--- src/shared/mdp_params.svh ---
// timing counts, pin positions and reset values of the low-power dram command core
// How it works
// controller waits write-to-read turnaround before a read that must not truncate
// read interrupting a write stores only earlier pairs; later pairs masked
// controller waits write recovery before precharging the written bank
// precharge truncating a write stores earlier pairs only; then row precharge time
// precharge closes one or all rows; activation allowed after row precharge time
// address bit ten picks all banks, else bank select picks one bank
// controller activates a row before reading or writing an idle bank
// precharge to an idle or already precharging bank acts as no-operation
// read or write with bit ten high precharges its bank after the burst
// controller leaves a bank alone until auto precharge completes
// every row refreshed within each rolling 64 ms window
// each auto refresh advances the internal refresh row counter
// auto refresh with clock enable low enters self refresh
// self refresh runs on an internal timer; minimum stay is refresh cycle time
// controller restores clock, raises clock enable, waits exit delay
// clock enable low while idle enters precharge or active power-down
// power-down lasts a minimum time; exit is clock enable high with nop
// controller waits power-down exit time before a valid command
// burst terminate with clock enable low enters deepest sleep state
// deepest sleep state loses array and both mode register contents
// controller exits deepest sleep with 200 us of nops then reinitialises; the bench sends three nop or deselect cycles, then a mode register set
// controller stops clock only when idle, timing met, clock enable high
// controller sends one nop after restarting a stopped clock
// each bank keeps its own state and cycle counters set by parameters
`ifndef MDP_PARAMS_SVH
`define MDP_PARAMS_SVH
`define MDP_CLK_NS      4
`define MDP_BURST_PAIRS 2
`define MDP_T_RP        5
`define MDP_T_WR        4
`define MDP_T_WTR       2
`define MDP_T_RFC       18
`define MDP_T_CKE       2
`define MDP_REF_MS      64
`define MDP_ROWS        8192
`define MDP_REFI_CYC    ((`MDP_REF_MS * 1000000) / (`MDP_ROWS * `MDP_CLK_NS))
`define MDP_A10         10
`define MDP_ARRAY_RST   1'b1
`define MDP_MODE_RST    1'b1
`endif

--- src/shared/mdp_pkg.sv ---
// types shared by the dram command core and its bank trackers
package mdp_pkg;
   typedef enum logic [1:0] {BK_IDLE, BK_ACTIVE, BK_PRECHG} mdp_bank_e;
   typedef enum logic [2:0] {PW_NORMAL, PW_SELF_REF, PW_PRE_PD, PW_ACT_PD,
                             PW_DEEPEST} mdp_pwr_e;
   typedef enum logic [2:0] {CMD_DESEL, CMD_NOP, CMD_ACT, CMD_RD, CMD_WR, CMD_BST,
                             CMD_PRE, CMD_AREF} mdp_cmd_e;

   typedef struct packed {
      mdp_bank_e  state;
      logic       apArm;
      logic [3:0] apCnt;
      logic [3:0] rpCnt;
      logic [3:0] wrCnt;
      logic [3:0] wtrCnt;
   } mdp_bank_s;

   typedef struct packed {
      mdp_pwr_e    pwr;
      logic        ckePrev;
      logic [2:0]  wrBurst;
      logic [2:0]  rdBurst;
      logic        wrTrunc;
      logic [1:0]  wrBank;
      logic [12:0] refRow;
      logic [11:0] srTimer;
      logic [7:0]  stayCnt;
      logic        arrayValid;
      logic        modeValid;
      logic        storeEn;
      logic        refreshPulse;
      logic        timingErr;
   } mdp_core_s;

   // mode register set shares the all-low code; reported as nop here
   function automatic mdp_cmd_e mdp_decode(input logic csN, input logic rasN,
                                           input logic casN, input logic weN);
      if (csN)
         return CMD_DESEL;
      case ({rasN, casN, weN})
         3'h7:    return CMD_NOP;
         3'h3:    return CMD_ACT;
         3'h5:    return CMD_RD;
         3'h4:    return CMD_WR;
         3'h6:    return CMD_BST;
         3'h2:    return CMD_PRE;
         3'h1:    return CMD_AREF;
         default: return CMD_NOP;
      endcase
   endfunction : mdp_decode
endpackage : mdp_pkg

--- src/core/mdp_bank.sv ---
// state and cycle counters of one dram bank
`timescale 1ns/100ps
`include "mdp_params.svh"
module mdp_bank import mdp_pkg::*; #(
   parameter int BURST_PAIRS = `MDP_BURST_PAIRS,
   parameter int T_RP        = `MDP_T_RP,
   parameter int T_WR        = `MDP_T_WR,
   parameter int T_WTR       = `MDP_T_WTR
) (
   // clock and reset
   input  wire logic      clk,
   input  wire logic      sys_rst,
   // decoded commands for this bank
   input  wire logic      actCmd,
   input  wire logic      preCmd,
   input  wire logic      accCmd,
   input  wire logic      accWrite,
   input  wire logic      autoPre,
   // status
   output mdp_bank_e      bankState,
   output logic           wrRecBusy,
   output logic           wtrBusy
);
   mdp_bank_s s_r, s_nxt;

   always_comb begin
      s_nxt = s_r;
      if (s_r.rpCnt != 4'h0) s_nxt.rpCnt = s_r.rpCnt - 4'h1;
      if (s_r.apCnt != 4'h0) s_nxt.apCnt = s_r.apCnt - 4'h1;
      if (s_r.wrCnt != 4'h0) s_nxt.wrCnt = s_r.wrCnt - 4'h1;
      if (s_r.wtrCnt != 4'h0) s_nxt.wtrCnt = s_r.wtrCnt - 4'h1;
      case (s_r.state)
         BK_IDLE: begin
            // precharge here is ignored
            if (actCmd)
               s_nxt.state = BK_ACTIVE;
         end
         BK_ACTIVE: begin
            if (preCmd) begin
               // close row, start tRP
               s_nxt.state = BK_PRECHG;
               s_nxt.rpCnt = 4'(T_RP);
               s_nxt.apArm = 1'b0;
            end else if (accCmd) begin
               // per-bank write counters
               if (accWrite) begin
                  s_nxt.wrCnt  = 4'(BURST_PAIRS + T_WR);
                  s_nxt.wtrCnt = 4'(BURST_PAIRS + T_WTR);
               end
               // arm auto precharge
               if (autoPre) begin
                  s_nxt.apArm = 1'b1;
                  s_nxt.apCnt = accWrite ? 4'(BURST_PAIRS + T_WR) : 4'(BURST_PAIRS);
               end
            end else if (s_r.apArm && s_r.apCnt <= 4'h1) begin
               // precharge at the earliest legal point
               s_nxt.state = BK_PRECHG;
               s_nxt.rpCnt = 4'(T_RP);
               s_nxt.apArm = 1'b0;
            end
         end
         BK_PRECHG: begin
            // activation waits for the count to expire
            if (s_r.rpCnt <= 4'h1)
               s_nxt.state = BK_IDLE;
         end
         default: s_nxt.state = BK_IDLE;
      endcase
   end

   always_ff @(posedge clk or posedge sys_rst) begin
      if (sys_rst)
         s_r <= '{state: BK_IDLE, default: '0};
      else
         s_r <= s_nxt;
   end

   assign bankState = s_r.state;
   assign wrRecBusy = s_r.wrCnt != 4'h0;
   assign wtrBusy   = s_r.wtrCnt != 4'h0;

   // ----------------------------------------
   // checks
   // ----------------------------------------
   act_block_a: assert property (@(posedge clk) disable iff (sys_rst)
      s_r.state == BK_PRECHG && s_r.rpCnt > 4'h1 && actCmd |=> s_r.state == BK_PRECHG)
      else $error("activation accepted during precharge");
   nop_pre_a: assert property (@(posedge clk) disable iff (sys_rst)
      s_r.state == BK_IDLE && preCmd && !actCmd |=> s_r.state == BK_IDLE)
      else $error("precharge of idle bank changed state");
   auto_pre_a: assert property (@(posedge clk) disable iff (sys_rst)
      s_r.state == BK_ACTIVE && accCmd && autoPre && !accWrite && !preCmd
      |-> ##[1:16] s_r.state == BK_PRECHG)
      else $error("auto precharge did not start");
   auto_pre_c: cover property (@(posedge clk) disable iff (sys_rst)
      s_r.apArm ##1 s_r.state == BK_PRECHG);
endmodule : mdp_bank

--- src/core/mdp_core.sv ---
// command decode, write truncation, refresh and power states of the dram core
`timescale 1ns/100ps
`include "mdp_params.svh"
module mdp_core import mdp_pkg::*; #(
   parameter int BURST_PAIRS = `MDP_BURST_PAIRS,
   parameter int T_RP        = `MDP_T_RP,
   parameter int T_WR        = `MDP_T_WR,
   parameter int T_WTR       = `MDP_T_WTR,
   parameter int T_RFC       = `MDP_T_RFC,
   parameter int T_CKE       = `MDP_T_CKE,
   parameter int REFI_CYC    = `MDP_REFI_CYC
) (
   // clock and reset
   input  wire logic        clk,
   input  wire logic        sys_rst,
   // command pins, sampled on clk
   input  wire logic        cke,
   input  wire logic        csN,
   input  wire logic        rasN,
   input  wire logic        casN,
   input  wire logic        weN,
   input  wire logic [1:0]  ba,
   input  wire logic [12:0] addr,
   // write data pairs
   input  wire logic        wrDataValid,
   input  wire logic        dataMask,
   // status
   output mdp_bank_e [3:0]  bankState,
   output mdp_pwr_e         pwrMode,
   output logic [12:0]      refreshRow,
   output logic             refreshPulse,
   output logic             storeEn,
   output logic             arrayValid,
   output logic             modeValid,
   output logic             timingErr
);
   mdp_core_s s_r, s_nxt;
   mdp_cmd_e  cmd;
   logic      cmdOn;
   logic      mrsCmd;
   logic      anyActive;
   logic      bursting;
   logic [3:0] actCmd, preCmd, accCmd, wrRecBusy, wtrBusy;

   // pins are launched on the same clock edge by the controller, so no synchroniser
   assign cmd      = mdp_decode(csN, rasN, casN, weN);
   assign mrsCmd   = !csN && !rasN && !casN && !weN;
   assign cmdOn    = cke && s_r.ckePrev && s_r.pwr == PW_NORMAL;
   assign bursting = s_r.wrBurst != 3'h0 || s_r.rdBurst != 3'h0;

   // ----------------------------------------
   // bank fan-out
   // ----------------------------------------
   always_comb begin
      anyActive = 1'b0;
      for (int i = 0; i < 4; i++) begin
         actCmd[i] = cmdOn && cmd == CMD_ACT && ba == 2'(i);
         // bit ten selects all banks
         preCmd[i] = cmdOn && cmd == CMD_PRE && (addr[`MDP_A10] || ba == 2'(i));
         accCmd[i] = cmdOn && (cmd == CMD_RD || cmd == CMD_WR) && ba == 2'(i);
         anyActive = anyActive || bankState[i] == BK_ACTIVE;
      end
   end

   for (genvar g = 0; g < 4; g++) begin : gBank
      mdp_bank #(
         .BURST_PAIRS (BURST_PAIRS),
         .T_RP        (T_RP),
         .T_WR        (T_WR),
         .T_WTR       (T_WTR)
      ) uBank (
         .clk       (clk),
         .sys_rst   (sys_rst),
         .actCmd    (actCmd[g]),
         .preCmd    (preCmd[g]),
         .accCmd    (accCmd[g]),
         .accWrite  (cmd == CMD_WR),
         .autoPre   (addr[`MDP_A10]),
         .bankState (bankState[g]),
         .wrRecBusy (wrRecBusy[g]),
         .wtrBusy   (wtrBusy[g])
      );
   end

   // ----------------------------------------
   // next state
   // ----------------------------------------
   always_comb begin
      s_nxt              = s_r;
      s_nxt.ckePrev      = cke;
      s_nxt.refreshPulse = 1'b0;
      // pairs after truncation are dropped even if unmasked
      s_nxt.storeEn = wrDataValid && !dataMask && s_r.wrBurst != 3'h0 && !s_r.wrTrunc;
      if (s_r.wrBurst != 3'h0) s_nxt.wrBurst = s_r.wrBurst - 3'h1;
      if (s_r.rdBurst != 3'h0) s_nxt.rdBurst = s_r.rdBurst - 3'h1;
      if (s_r.stayCnt != 8'hFF) s_nxt.stayCnt = s_r.stayCnt + 8'h01;
      case (s_r.pwr)
         PW_NORMAL: begin
            if (cmdOn) begin
               if (mrsCmd) begin
                  s_nxt.modeValid  = 1'b1;
                  s_nxt.arrayValid = 1'b1;
               end else begin
                  case (cmd)
                     CMD_WR: begin
                        s_nxt.wrBurst = 3'(BURST_PAIRS);
                        s_nxt.wrTrunc = 1'b0;
                        s_nxt.wrBank  = ba;
                     end
                     CMD_RD: begin
                        s_nxt.rdBurst = 3'(BURST_PAIRS);
                        // read inside the turnaround window truncates
                        if (s_r.wrBurst != 3'h0 || (|wtrBusy))
                           s_nxt.wrTrunc = 1'b1;
                     end
                     CMD_PRE: begin
                        // precharge of the written bank truncates
                        if ((addr[`MDP_A10] || ba == s_r.wrBank) &&
                            (s_r.wrBurst != 3'h0 || wrRecBusy[s_r.wrBank]))
                           s_nxt.wrTrunc = 1'b1;
                     end
                     CMD_AREF: begin
                        // internal row counter
                        s_nxt.refRow       = s_r.refRow + 13'h0001;
                        s_nxt.refreshPulse = 1'b1;
                     end
                     default: ;
                  endcase
               end
            end else if (s_r.ckePrev && !cke) begin
               s_nxt.stayCnt = 8'h00;
               if (!csN && cmd == CMD_AREF) begin
                  // self refresh entry
                  s_nxt.pwr     = PW_SELF_REF;
                  s_nxt.srTimer = 12'h000;
               end else if (!csN && cmd == CMD_BST) begin
                  // burst terminate entry
                  // contents and mode settings lost
                  s_nxt.pwr        = PW_DEEPEST;
                  s_nxt.arrayValid = 1'b0;
                  s_nxt.modeValid  = 1'b0;
               end else if (!bursting) begin
                  // kind follows open rows
                  s_nxt.pwr = anyActive ? PW_ACT_PD : PW_PRE_PD;
               end
            end
         end
         PW_SELF_REF: begin
            // internal refresh timer
            if (s_r.srTimer >= 12'(REFI_CYC - 1)) begin
               s_nxt.srTimer      = 12'h000;
               s_nxt.refRow       = s_r.refRow + 13'h0001;
               s_nxt.refreshPulse = 1'b1;
            end else begin
               s_nxt.srTimer = s_r.srTimer + 12'h001;
            end
            if (cke) begin
               s_nxt.pwr = PW_NORMAL;
               // early exit flagged
               if (s_r.stayCnt < 8'(T_RFC))
                  s_nxt.timingErr = 1'b1;
            end
         end
         PW_PRE_PD, PW_ACT_PD: begin
            if (cke) begin
               s_nxt.pwr = PW_NORMAL;
               // minimum stay and nop on exit
               if (s_r.stayCnt < 8'(T_CKE) || !(cmd == CMD_NOP || cmd == CMD_DESEL))
                  s_nxt.timingErr = 1'b1;
            end
         end
         PW_DEEPEST: begin
            // reinitialisation is the controller's job after this
            if (cke)
               s_nxt.pwr = PW_NORMAL;
         end
         default: s_nxt.pwr = PW_NORMAL;
      endcase
      // pair arriving with the truncating command is dropped too
      s_nxt.storeEn = s_nxt.storeEn && !s_nxt.wrTrunc;
   end

   always_ff @(posedge clk or posedge sys_rst) begin
      if (sys_rst)
         s_r <= '{pwr: PW_NORMAL, arrayValid: `MDP_ARRAY_RST, modeValid: `MDP_MODE_RST,
                  default: '0};
      else
         s_r <= s_nxt;
   end

   assign pwrMode      = s_r.pwr;
   assign refreshRow   = s_r.refRow;
   assign refreshPulse = s_r.refreshPulse;
   assign storeEn      = s_r.storeEn;
   assign arrayValid   = s_r.arrayValid;
   assign modeValid    = s_r.modeValid;
   assign timingErr    = s_r.timingErr;

   // ----------------------------------------
   // checks
   // ----------------------------------------
   store_trunc_a: assert property (@(posedge clk) disable iff (sys_rst)
      s_r.wrTrunc && wrDataValid |=> !storeEn)
      else $error("truncated write pair was stored");
   pre_one_a: assert property (@(posedge clk) disable iff (sys_rst)
      cmdOn && cmd == CMD_PRE && !addr[`MDP_A10] && bankState[ba] == BK_ACTIVE
      |=> bankState[$past(ba)] == BK_PRECHG)
      else $error("single bank precharge missed its bank");
   pre_all_a: assert property (@(posedge clk) disable iff (sys_rst)
      cmdOn && cmd == CMD_PRE && addr[`MDP_A10] |=> !anyActive)
      else $error("precharge all left a row open");
   ref_count_a: assert property (@(posedge clk) disable iff (sys_rst)
      cmdOn && cmd == CMD_AREF && !mrsCmd |=> refreshRow == $past(refreshRow) + 13'h0001)
      else $error("refresh row did not advance");
   sref_entry_a: assert property (@(posedge clk) disable iff (sys_rst)
      s_r.pwr == PW_NORMAL && s_r.ckePrev && !cke && !csN && cmd == CMD_AREF
      |=> pwrMode == PW_SELF_REF)
      else $error("self refresh not entered");
   deep_loss_a: assert property (@(posedge clk) disable iff (sys_rst)
      $rose(pwrMode == PW_DEEPEST) |-> !arrayValid && !modeValid)
      else $error("deepest sleep kept contents");
   pd_kind_a: assert property (@(posedge clk) disable iff (sys_rst)
      s_r.pwr == PW_NORMAL && s_r.ckePrev && !cke && !bursting &&
      (csN || (cmd != CMD_AREF && cmd != CMD_BST))
      |=> pwrMode == ($past(anyActive) ? PW_ACT_PD : PW_PRE_PD))
      else $error("wrong power-down kind");
   sref_c: cover property (@(posedge clk) disable iff (sys_rst)
      pwrMode == PW_SELF_REF ##1 refreshPulse);
   deep_c: cover property (@(posedge clk) disable iff (sys_rst)
      pwrMode == PW_DEEPEST ##1 pwrMode == PW_NORMAL);
   trunc_c: cover property (@(posedge clk) disable iff (sys_rst)
      s_r.wrTrunc && wrDataValid && s_r.wrBurst != 3'h0);
endmodule : mdp_core

--- config.mk ---
export PLATFORM = sky130hd
export DESIGN_NAME = mdp_core
export DESIGN_NICKNAME = d
export VERILOG_FILES = /design/src/shared/mdp_pkg.sv /design/src/core/mdp_bank.sv /design/src/core/mdp_core.sv
export VERILOG_INCLUDE_DIRS = /design/src /design/src/shared
export SDC_FILE = /design/constraint.sdc
export NUM_CORES = 1
export LEC_CHECK = 0
export BUFFER_PORTS_ARGS = -buffer_cell sky130_fd_sc_hd__buf_2
export CAP_MARGIN = 20
export CORE_ASPECT_RATIO = 1.2
export CORE_UTILIZATION = 66
export DETAILED_ROUTE_END_ITERATION = 12
export PLACE_DENSITY = 0.83
export SYNTH_ARGS = -nofsm -noshare
export SYNTH_HDL_FRONTEND = slang
export SYNTH_SLANG_ARGS = --single-unit
--- constraint.sdc ---
create_clock -name clk -period 9.6 [get_ports clk]
set_clock_uncertainty 0.05 [all_clocks]
set_input_delay 2.88 -clock clk [delete_from_list [all_inputs] [get_ports clk]]
set_output_delay 2.88 -clock clk [all_outputs]
set_load 0.05 [all_outputs]
# Word level (Yosys, flattened, before mapping)
# Cells that the tools add are included.
# classes
shifts	0
order_cmp	12
n_div	0
add_sub_neg	21
n_reduce_logical	105
eq_ne	65
n_bitwise	1
n_mux	133
n_mul	0
# op_table
cell	count
2-to-1 mux 4 bit	36
2-to-1 mux 8 bit	13
2-to-1 mux 22 bit	3
2-to-1 mux 16 bit	4
nonzero test 4 bit	16
subtractor 4 x 1 -> 4 bit (second input constant)	16
2-to-1 mux 3 bit	21
one-hot mux 25 bit (2 select lines)	1
2-to-1 mux 2 bit	17
<= comparator 4 x 1 -> 1 bit (second input constant)	8
logical AND 1 bit	32
AND reduction 4 bit	7
2-to-1 mux 13 bit	2
!= test 2 x 1 -> 1 bit (second input constant)	13
== test 3 bit (second input constant)	8
2-to-1 mux 12 bit	2
!= test 3 x 2 -> 1 bit (second input constant)	8
one-hot mux 2 bit (3 select lines)	4
2-to-1 mux 20 bit	1
2-to-1 mux 5 bit	4
== test 3 x 2 -> 1 bit (second input constant)	6
!= test 2 bit (second input constant)	9
one-hot mux 3 bit (6 select lines)	1
nonzero test 3 bit	6
32 further kinds	99
# word_totals
wordCells	375
output_inout_bits	29
mem_count	0
romBits	0
latchBits	0
ramBits	0
regBits	127

# Logic depth before layout (Yosys ltp)
# Gate-level depths: netlist of the first run.
# logic_depth
word_depth	12
mapped_depth	8
ltp_nobuf	7

# By module
# Synthesis of the first run repeated with hierarchy kept, for this count alone.
# unflattened
cells_unflattened	739
area_unflattened_um2	7174.4
# modules_own_cells
mod	area_per_inst_um2	seq_area_each_um2	cells_per_inst	n_inst
mdp_bank	1054.8	475.5	103	4
mdp_core	2955.3	1252.5	327	1

# Worst setup path after synthesis of the first run
# Ideal clock, no wire load.
# synth_timing
kind	in2reg
start	in csN
end	reg gBank[1].uBank.s_r[11] (netlist name)
t_required_ps	9433
path_buffers	1
t_arrival_ps	4424
path_slack_ps	5009
stages	6
cell_sequence	buf_6 nor4b_4 o2111ai_1 a22o_1 or3b_4 and2_4
# synth_rtl
item	line	source
start: declaration	mdp_core.sv:18	input wire logic csN,
end signal: assignment	mdp_bank.sv:75	s_r <= s_nxt;
end: declaration	mdp_bank.sv:24	mdp_bank_s s_r, s_nxt;

# Final worst setup path of the first run
# layout_timing
start	in weN
end	reg gBank[0].uBank.s_r[16] (netlist name)
# layout_between
elab_chain_cells	9
# layout_lines
item	line	source
start: declaration	mdp_core.sv:21	input wire logic weN,
== test 3 x 1 -> 1 bit, or another cell as far along	mdp_pkg.sv:40	case ({rasN, casN, weN})
one-hot mux 3 bit (6 select lines) (*)	mdp_pkg.sv:40	
2-to-1 mux 3 bit (*)	mdp_pkg.sv:40	
== test 3 x 2 -> 1 bit / == test 3 bit (equally long branches)	mdp_core.sv:60	accCmd[i] = cmdOn && (cmd == CMD_RD || cmd == CMD_WR) && ba == 2'(i);
logical OR 1 bit	mdp_core.sv:60	
logical AND 1 bit (2 in a row)	mdp_core.sv:60	
!= test 3 x 2 -> 1 bit (no line), or another cell as far along	--	
AND reduction 3 bit (no line) / 2-to-1 mux 3 bit (equally long branches)	--	
end signal: assignment	mdp_bank.sv:75	
end: declaration	mdp_bank.sv:24	
# Every way passes the cells marked *; elsewhere a longest branch is shown, timed or not.
# A chain may end at the register's enable or synchronous reset.

==> flow_metrics.py, run 1 <==
metrics = {
    "sta": {
        "hold_violations": 0,
        "fmax_mhz": 219.3,
        "setup_viol": 0,
        "period_share_pct": 47.51,
        "worst_slew_pin_slew_ns": 1.070,
        "relSlewSlack_pct": 28.37,
        "final.setup.tns_ns": 0,
        "layout_min_cycle_time_ns": 4.561,
        "rsz0062_at_grt": "false",
        "finalMaxSlewViolations": 0,
        "hold_ws_ns": 0.4249,
    },
    "global_route": {
        "grt_first_pass_wirelength_um": 24770,
        "overflow": 0,
        "grt_usage_pct": 27.54,
        "grt_max_degree": 68,
        "grt_pass1_vias": 5446,
        "grt_antenna_before_repair": 0,
    },
    "pwr": {
        "ir_drop_mv": 0.1920,
        "p_leak_nw": 3.819,
        "power_density_nw_per_um2": 329.0,
    },
    "finish": {
        "fillerInstances": 675,
        "final_layout_size_suffix_gt1_share_pct": 12.96,
        "multi_input_area_um2": 3536,
        "postLayoutCoreUtil_pct": 75.55,
        "final_cells": 916,
        "final-seq-area_um2": 3154,
        "area_growth_syn_to_layout_pct": 10.92,
        "stdcell_area_um2": 7945,
        "nets": 846,
        "num_antenna_cells": 0,
    },
    "drt": {
        "drt_iter0_markers": 429,
        "vias_per_cell": 5.953,
        "drcViolationCount": 0,
        "drt_wl_total_um": 14510,
        "ant_nets": 0,
        "vias": 5453,
        "wl_per_cell_um": 15.84,
        "first_pass_iters": 5,
    },
    "die": {
        "initial_core_util_pct": 68.11,
        "core.rowCount": 41,
        "io_pins": 53,
        "core_um2": 10520,
        "die_y_um": 116.1,
        "fp.dieW_um": 97.10,
        "dieArea_um2": 11280,
    },
    "yosys": {
        "synth_flop_cell": "dfrtp_1",
        "ys_seq_elements": 126,
        "ys_seq_area_share_pct": 44.03,
        "yosysWarningCount": 0,
        "synth_cell_types": 60,
        "yosys.area.top_type_share_pct": 43.67,
        "syn_inst": 751,
        "avgSynthCellArea_um2": 9.538,
        "synth_top_area_cell": "dfrtp_1",
        "synth_nets": 823,
        "netlist_area_um2": 7163,
        "synth-edff-count": 0,
        "ys_async_sr_fraction_pct": 100.0,
        "synth.area.top_cells": "dfrtp_1 44%, ha_1 8.4%, xnor2_1 3.8%",
    },
    "setup_path": {
        "worst-path-buf-inv": 1,
        "max_stage_delay_ns": 0.63,
        "crit_path_frequent_cell": "nand3_1",
        "crit_required_ns": 9.85,
        "critical_path_class": "input pin to register",
        "cpLargestDelayFamily": "simple AND/OR/NAND/NOR gates",
        "critPathSlowestCell": "nor4b_4",
        "endpoint_kind": "register",
        "crit_fanout": 15,
        "r2r-start": "pwrMode[1]",
        "crit_arrival_ns": 4.81,
        "startpoint_type": "input pin",
        "critPathLaunch": "weN",
        "crit_chain": "buf_2 -> nor4b_4 -> nand3_1 -> o21ai_0 -> nand3_1 -> o2bb2ai_1",
    },
    "job": {
        "timing.max_cap.violations": 0,
    },
    "cts": {
        "clockBufferDepth": 2,
        "cts_setup_buffers": 0,
        "clk_latency_ns": 0.42,
        "clock-root-buffer": "clkbuf_16",
        "htree_num_levels": 4,
        "cts_tree": "built",
        "clkSlewWorstSetupHoldPaths_ns": 0.05,
        "numCtsBuffers": 17,
        "ctsHoldBuffers": 0,
        "cts.sinks": 126,
        "cts-resized-gates": 0,
    },
    "place": {
        "hpwl_um": 10000,
        "gp_congestion": 0.8267,
        "dp_cells": 883,
        "place_area_um2": 7268,
        "port_buffers": 40,
    },
    "outcome": {
        "status": "complete, no violations",
    },
    "worst_hold_path": {
        "hp-start": "timingErr",
        "hp-class": "register to register",
    },
}
through the flow:
step / power [W] / worst slack (ns)
detailed placement: 0.001871 / 4.479
floorplan: 0.001671 / 3.316
global route: 0.002806 / 4.887
finish: 0.002614 / 5.039
CTS: 0.002621 / 4.879
global placement: 0.001775 / 4.442
flip-flops by register name (all words and copies together) (netlist names):
| name | cells |
|---|---|
| gBank.uBank.s_r | 68 |
| refreshRow | 13 |
| refreshPulse | 1 |
| storeEn | 1 |
| gBank.uBank.bankState | 8 |
| timingErr | 1 |
| arrayValid | 1 |
| s_r | 30 |
| pwrMode | 3 |
Yosys cell counts (3+ instances only):
cell type and n:
a211o_1 9, a21o_1 3, a21oi_1 37, a22o_1 3, a31oi_1 5, and2_1 7, and3_1 11, and4_1 4
buf_2 3, buf_4 27, clkbuf_1 6, dfrtp_1 125, ha_1 48, inv_1 55, mux2_2 5, mux2i_1 5
nand2_1 59, nand2b_1 9, nand3_1 20, nand3b_1 4, nand4_1 8, nor2_1 72, nor2b_1 25, nor3_1 33
nor3b_1 7, nor4_1 4, o211a_1 4, o211ai_1 7, o21ai_0 38, o2bb2ai_1 3, o31ai_1 3, or3_1 18
or3b_2 4, xnor2_1 31, xor2_1 11
metal layers:
layer / part of all wire [%] / global-route usage (%)
met3: 4.7 / 6.523
met1: 40 / 30.96
met5: 0 / 0
met4: 2.7 / 12.94
met2: 53 / 49.95
cells by family after synthesis:
logic type	Yosys count	synth area share, %
mux	11	1.799
xor+xnor	42	5.135
buf+inv	93	6.602
compound gates	129	11.48
simple gates	302	22.57
fa+ha+maj	48	8.384
flops	126	44.04
final cells by class:
cell class / instances / area share [%]
Clock buffer: 17 / 5.354
Clock inverter: 15 / 3.071
Inverter: 55 / 2.630
Multi-Input combinational cell: 532 / 44.50
Sequential cell: 126 / 39.70
Tap cell: 129 / 2.031
Timing Repair Buffer: 42 / 2.709
cells in the final DEF (no fill, tap or decap), types with 11 or more instances in the layout:
cell type | netlist | routed
dfrtp_1 | 125 | 125
nor2_1 | 72 | 72
nand2_1 | 59 | 59
inv_1 | 55 | 54
ha_1 | 48 | 48
buf_2 | 3 | 40
o21ai_0 | 38 | 38
a21oi_1 | 37 | 37
nor3_1 | 33 | 33
xnor2_1 | 31 | 31
nor2b_1 | 25 | 25
nand3_1 | 20 | 20
or3_1 | 18 | 18
clkbuf_16 | 0 | 17
xor2_1 | 11 | 11
and3_1 | 11 | 11
worst reg2reg max path, cell delays in order, from the launching register on:
cell	delay, ns
dfrtp_1	0.52
nor3_2	0.48
nand2_1	0.29
o2bb2ai_1	0.89
mux2_2	0.42
where the power goes:
part / switching [W] / internal [W]
registers: 0.000183 / 0.000732
logic: 0.000562 / 0.000415
clock network: 0.000236 / 0.000486
total: 0.000981 / 0.00163
final timing paths:
check,end,slack [ns],cells past startpoint
worst min register to register,timingErr,0.42,1
max in group asynchronous,gBank[1].uBank.s_r[4],5.65,3
worst min-delay path,timingErr,0.42,1
worst max register to register,refreshRow[1],6.83,4
worst max-delay path,gBank[0].uBank.s_r[16],5.04,6
min in group asynchronous,refreshRow[5],2.59,2
No activity file was read; power rests on OpenSTA's default activity.
==> inputs of run 2 (changes only) <==
ABC_AREA = 1   (was default)
CORE_UTILIZATION = 55   (was 66)
PLACE_DENSITY = 0.74   (was 0.83)
clock period = 3.9 ns   (was 9.6 ns; I/O delays follow)
==> run 2 against run 1 <==
Against the previous run: global-route usage down 4.8 points; utilization down 12 points; area after synthesis grew 6.3%.
==> flow_metrics.py, run 2 <==
metrics = {
    "setup_path": {
        "max_stage_delay_ns": 0.55,
        "endpoint_kind": "primary output",
        "worst-path-buf-inv": 1,
        "critPathSlowestCell": "dfstp_2",
        "critical_path_class": "register to primary output",
        "startpoint_type": "register",
        "cpLargestDelayFamily": "flip-flops",
        "crit_fanout": 4,
        "crit_arrival_ns": 1.24,
        "crit_chain": "buf_2",
        "crit_required_ns": 2.68,
    },
    "finish": {
        "largest_reg_flops": 68,
        "area_growth_syn_to_layout_pct": 11.33,
        "largest_register": "gBank.uBank.s_r",
        "layout_common_cells": "204 x nand2_1, 155 x inv_1, 125 x dfrtp_1",
        "nets": 1070,
        "final_cells": 1178,
        "final_layout_size_suffix_gt1_share_pct": 11.68,
        "num_antenna_cells": 0,
        "mostFrequentLayoutCell": "nand2_1",
    },
    "sta": {
        "relSlewSlack_pct": 55.03,
        "worst_slew_pin_slew_ns": 0.6745,
        "layout_min_cycle_time_ns": 2.464,
        "hold_violations": 0,
        "period_share_pct": 63.17,
        "setup_viol": 0,
        "fmax_mhz": 405.9,
        "finalMaxSlewViolations": 0,
        "final.setup.tns_ns": 0,
        "rsz0062_at_grt": "false",
    },
    "cts": {
        "clk_latency_ns": 0.43,
        "cts-resized-gates": 0,
        "ctsHoldBuffers": 0,
        "cts.sinks": 126,
        "htree_num_levels": 4,
        "clockBufferDepth": 2,
        "clkSlewWorstSetupHoldPaths_ns": 0.06,
        "clock-root-buffer": "clkbuf_16",
        "cts_tree": "built",
        "cts_setup_buffers": 0,
        "numCtsBuffers": 17,
    },
    "yosys": {
        "netlist_top_cells_count": "204 x nand2_1, 156 x inv_1, 125 x dfrtp_1",
        "synth.area.top_cells": "dfrtp_1 41%, nand2_1 10%, ha_1 7.9%",
        "syn_inst": 967,
        "synth_nets": 1039,
        "synth_cell_types": 41,
        "yosysMostFrequentCell": "nand2_1",
        "synth-edff-count": 0,
        "ys_seq_area_share_pct": 41.44,
        "ys_seq_elements": 126,
        "avgSynthCellArea_um2": 7.871,
        "yosys.area.top_type_share_pct": 41.10,
        "yosysWarningCount": 0,
        "netlist_area_um2": 7611,
        "synth_top_area_cell": "dfrtp_1",
        "synth_flop_cell": "dfrtp_1",
        "ys_async_sr_fraction_pct": 100.0,
    },
    "die": {
        "dieArea_um2": 14310,
        "initial_core_util_pct": 57.00,
        "io_pins": 53,
        "core_um2": 13350,
        "die_y_um": 130.9,
        "fp.dieW_um": 109.4,
        "core.rowCount": 46,
    },
    "drt": {
        "drt_wl_total_um": 14990,
        "wl_per_cell_um": 12.73,
        "ant_nets": 0,
        "drt_iter0_markers": 271,
        "first_pass_iters": 4,
        "drcViolationCount": 0,
        "vias_per_cell": 5.164,
        "vias": 6083,
    },
    "global_route": {
        "grt_usage_pct": 22.78,
        "overflow": 0,
        "grt_max_degree": 127,
        "grt_antenna_before_repair": 0,
        "grt_first_pass_wirelength_um": 25140,
        "grt_pass1_vias": 5700,
    },
    "place": {
        "gp_congestion": 0.7974,
        "hpwl_um": 10740,
        "port_buffers": 40,
        "dp_cells": 1147,
    },
    "worst_hold_path": {
        "hp-class": "register to register",
    },
    "job": {
        "timing.max_cap.violations": 0,
    },
    "pwr": {
        "ir_drop_mv": 0.4987,
        "p_leak_nw": 4.378,
        "power_density_nw_per_um2": 797.1,
    },
    "outcome": {
        "status": "complete, no violations",
    },
}
-- run 2: changes by cell type after synthesis, moves of 16 or more --
cell     change
nor3_1      -16
xnor2_1     -25
o21ai_0     +37
nand3_1     +33
nand2_1    +145
inv_1      +101
nor2b_1     -25
or3_1       -18
-- run 2: path summary, 6_finish.rpt --
| kind | startpoint | end | slack, ns | cells after the start |
|---|---|---|---|---|
| max reg2reg | pwrMode[1] | refreshRow[1] | 1.67 | 8 |
| min reg2reg | timingErr | timingErr | 0.41 | 2 |
| min | timingErr | timingErr | 0.41 | 2 |
| min in group asynchronous | sys_rst | gBank[1].uBank.s_r[0] | 0.88 | 3 |
| max | arrayValid | arrayValid | 1.44 | 1 |
| max in group asynchronous | sys_rst | gBank[0].uBank.s_r[5] | 2.41 | 3 |
-- run 2: layer usage --
layer,share of wire [%],wire (um),up-vias,GRT usage (%)
li1,-,-,3147,-
met1,45,6799,2851,26.50
met2,50,7552,67,40.29
met3,2.8,421,18,5.506
met4,1.4,217,0,8.863
met5,0,0,-,0
-- run 2: final cells by class --
type | count | area (um2)
Fill cell | 1149 | 4880
Timing Repair Buffer | 41 | 220.2
Multi-Input combinational cell | 649 | 3637
Tap cell | 168 | 210.2
Clock buffer | 19 | 442.9
Sequential cell | 126 | 3154
Inverter | 163 | 615.6
Clock inverter | 12 | 192.7
-- run 2: power by group --
group | leakage (nW) | switching, W | total, W | internal, W
registers | 1.53 | 0.000475 | 0.00235 | 0.00187
logic | 2.54 | 0.00166 | 0.00269 | 0.00102
clock network | 0.305 | 0.000582 | 0.00172 | 0.00114
total | 4.38 | 0.00272 | 0.00675 | 0.00403
-- run 2: per-stage QoR --
step	power (W)	worst slack, ns	area (um2)	util, %	hold WS (ns)
global route	0.007336	1.390	8473	63.46	0.4462
floorplan	0.004548	1.128	7615	-	0.3910
detailed placement	0.005029	1.105	7838	58.70	0.4043
CTS	0.006808	1.414	8473	63.46	0.4193
finish	0.006754	1.436	8473	63.46	0.4074
global placement	0.004919	1.182	7838	58.70	0.3972
-- run 2: logic make-up (layout without fill, tap and decap cells) --
family | after synthesis | count (layout) | share of synthesized area (%)
AO/OA/AOI/OAI | 144 | 144 | 10.54
XOR/XNOR | 27 | 27 | 3.107
adder cells (fa/ha/maj) | 48 | 48 | 7.891
buffers and inverters | 192 | 235 | 10.77
flip-flops | 126 | 126 | 41.44
multiplexers | 1 | 1 | 0.1315
AND/OR/NAND/NOR | 429 | 429 | 26.12
==> inputs of run 3 (changes only) <==
CORE_UTILIZATION = 61   (was 55)
PLACE_DENSITY = 0.77   (was 0.74)
clock period = 2.4 ns   (was 3.9 ns; I/O delays follow)
==> run 3 against run 2 <==
Against the previous run: sequential share of layout area up 0.14 points; die area decreased by 9.7%; sequential power rose by 62%; worst hold slack gained 0.014 ns; critical endpoint is now modeValid.
==> flow_metrics.py, run 3 (synthesis results as in run 2) <==
metrics = {
    "cts": {
        "ctsHoldBuffers": 0,
        "cts.sinks": 126,
        "numCtsBuffers": 17,
        "htree_num_levels": 4,
        "cts_setup_buffers": 0,
        "clock-root-buffer": "clkbuf_16",
        "clockBufferDepth": 2,
        "cts-resized-gates": 0,
        "clkSlewWorstSetupHoldPaths_ns": 0.06,
        "clk_latency_ns": 0.41,
        "cts_tree": "built",
    },
    "finish": {
        "layout_common_cells": "204 x nand2_1, 155 x inv_1, 125 x dfrtp_1",
        "num_antenna_cells": 0,
        "area_growth_syn_to_layout_pct": 10.92,
        "fillerInstances": 992,
        "stdcell_area_um2": 8442,
        "nets": 1074,
        "final_layout_size_suffix_gt1_share_pct": 12.13,
        "postLayoutCoreUtil_pct": 69.70,
        "largest_reg_flops": 68,
        "largest_register": "gBank.uBank.s_r",
        "mostFrequentLayoutCell": "nand2_1",
    },
    "pwr": {
        "power_frac_comb_pct": 41.2,
        "ir_drop_mv": 0.6652,
        "swShare_pct": 41.37,
        "power_density_nw_per_um2": 1275,
        "power.switching_w": 0.004454,
        "power_frac_seq_pct": 35.4,
        "p_leak_nw": 4.377,
        "p_int_w": 0.006311,
        "clkPwrFrac_pct": 23.4,
    },
    "place": {
        "gp_congestion": 0.8313,
        "port_buffers": 40,
        "place_area_um2": 7859,
        "hpwl_um": 10760,
    },
    "sta": {
        "worst_slew_pin_slew_ns": 0.6723,
        "finalMaxSlewViolations": 0,
        "setup_viol": 0,
        "final.setup.tns_ns": 0,
        "period_share_pct": 82.84,
        "relSlewSlack_pct": 55.18,
        "hold_violations": 0,
        "fmax_mhz": 503.0,
        "layout_min_cycle_time_ns": 1.988,
        "rsz0062_at_grt": "false",
    },
    "setup_path": {
        "crit_required_ns": 1.63,
        "startpoint_type": "register",
        "cpLargestDelayFamily": "flip-flops",
        "crit_chain": "buf_2",
        "critical_path_class": "register to primary output",
        "critPathLaunch": "arrayValid",
        "crit_fanout": 4,
        "worst-path-buf-inv": 1,
        "r2r-start": "pwrMode[2]",
        "endpoint_kind": "primary output",
        "worst-r2r-cell-count": 8,
        "crit_arrival_ns": 1.22,
        "critPathSlowestCell": "dfstp_2",
        "cp.depth": 1,
        "max_stage_delay_ns": 0.55,
    },
    "die": {
        "dieArea_um2": 12930,
        "core.rowCount": 44,
        "initial_core_util_pct": 62.84,
        "io_pins": 53,
        "core_um2": 12110,
        "fp.dieW_um": 104.0,
        "die_y_um": 124.4,
    },
    "drt": {
        "drt_iter0_markers": 281,
        "wl_per_cell_um": 12.98,
        "vias_per_cell": 5.300,
        "drcViolationCount": 0,
        "vias": 6227,
        "drt_wl_total_um": 15250,
        "ant_nets": 0,
        "first_pass_iters": 5,
    },
    "global_route": {
        "grt_pass1_vias": 5912,
        "grt_usage_pct": 25.35,
        "overflow": 0,
        "grt_antenna_before_repair": 0,
        "grt_max_degree": 127,
        "grt_first_pass_wirelength_um": 26570,
    },
    "worst_hold_path": {
        "whs_path_depth": 1,
        "hp-class": "register to register",
        "hp-start": "s_r[43]",
    },
    "job": {
        "timing.max_cap.violations": 0,
    },
    "outcome": {
        "status": "complete, no violations",
    },
}
==> run 3: path summary, 6_finish.rpt <==
path                                          end  slack (ns)
max                                     modeValid        0.41
min                                       s_r[43]        0.42
max reg2reg                         refreshRow[8]        0.54
min reg2reg                               s_r[43]        0.42
max in group asynchronous  gBank[0].uBank.s_r[12]        1.36
min in group asynchronous   gBank[1].uBank.s_r[2]        0.46
==> run 3: per-layer routing <==
metal / GRT usage [%] / part of all wire [%] / routed length [um]
met1: 31.37 / 44 / 6774
met5: 0 / 0 / 0
met2: 44.55 / 51 / 7738
met4: 9.832 / 2.2 / 330
met3: 3.663 / 2.7 / 405
==> run 3: layout make-up <==
class | count | area, um2 | area share [%]
flip-flops and latches | 126 | 3154 | 37.36
inverters | 163 | 615.6 | 7.292
clock inverters | 11 | 116.4 | 1.378
well taps | 161 | 201.4 | 2.386
repair buffers | 45 | 250.2 | 2.964
clock buffers | 20 | 466.7 | 5.528
multi-input cells | 649 | 3637 | 43.09
==> run 3: power by group through the flow <==
stage          clock, W  sequential (W)  combinational [W]
6_report        0.00252         0.00381            0.00443
5_1_grt         0.00266         0.00394            0.00511
4_1_cts         0.00255         0.00380            0.00446
3_3_place_gp          0         0.00380            0.00420
2_1_floorplan         0         0.00366            0.00373
3_5_place_dp          0         0.00382            0.00438
==> run 3: stage by stage <==
stage | setup WS [ns] | total power [W] | hold slack, ns | std cells
final | 0.4119 | 0.01077 | 0.4216 | 1175
after global routing | 0.3314 | 0.01170 | 0.4342 | 1175
after CTS | 0.3996 | 0.01082 | 0.4229 | 1175
after detailed placement | 0.2362 | 0.008200 | 0.4153 | 1144
after global placement | 0.2765 | 0.008002 | 0.3917 | 1144
after floorplan | 0.07754 | 0.007390 | 0.3910 | 967
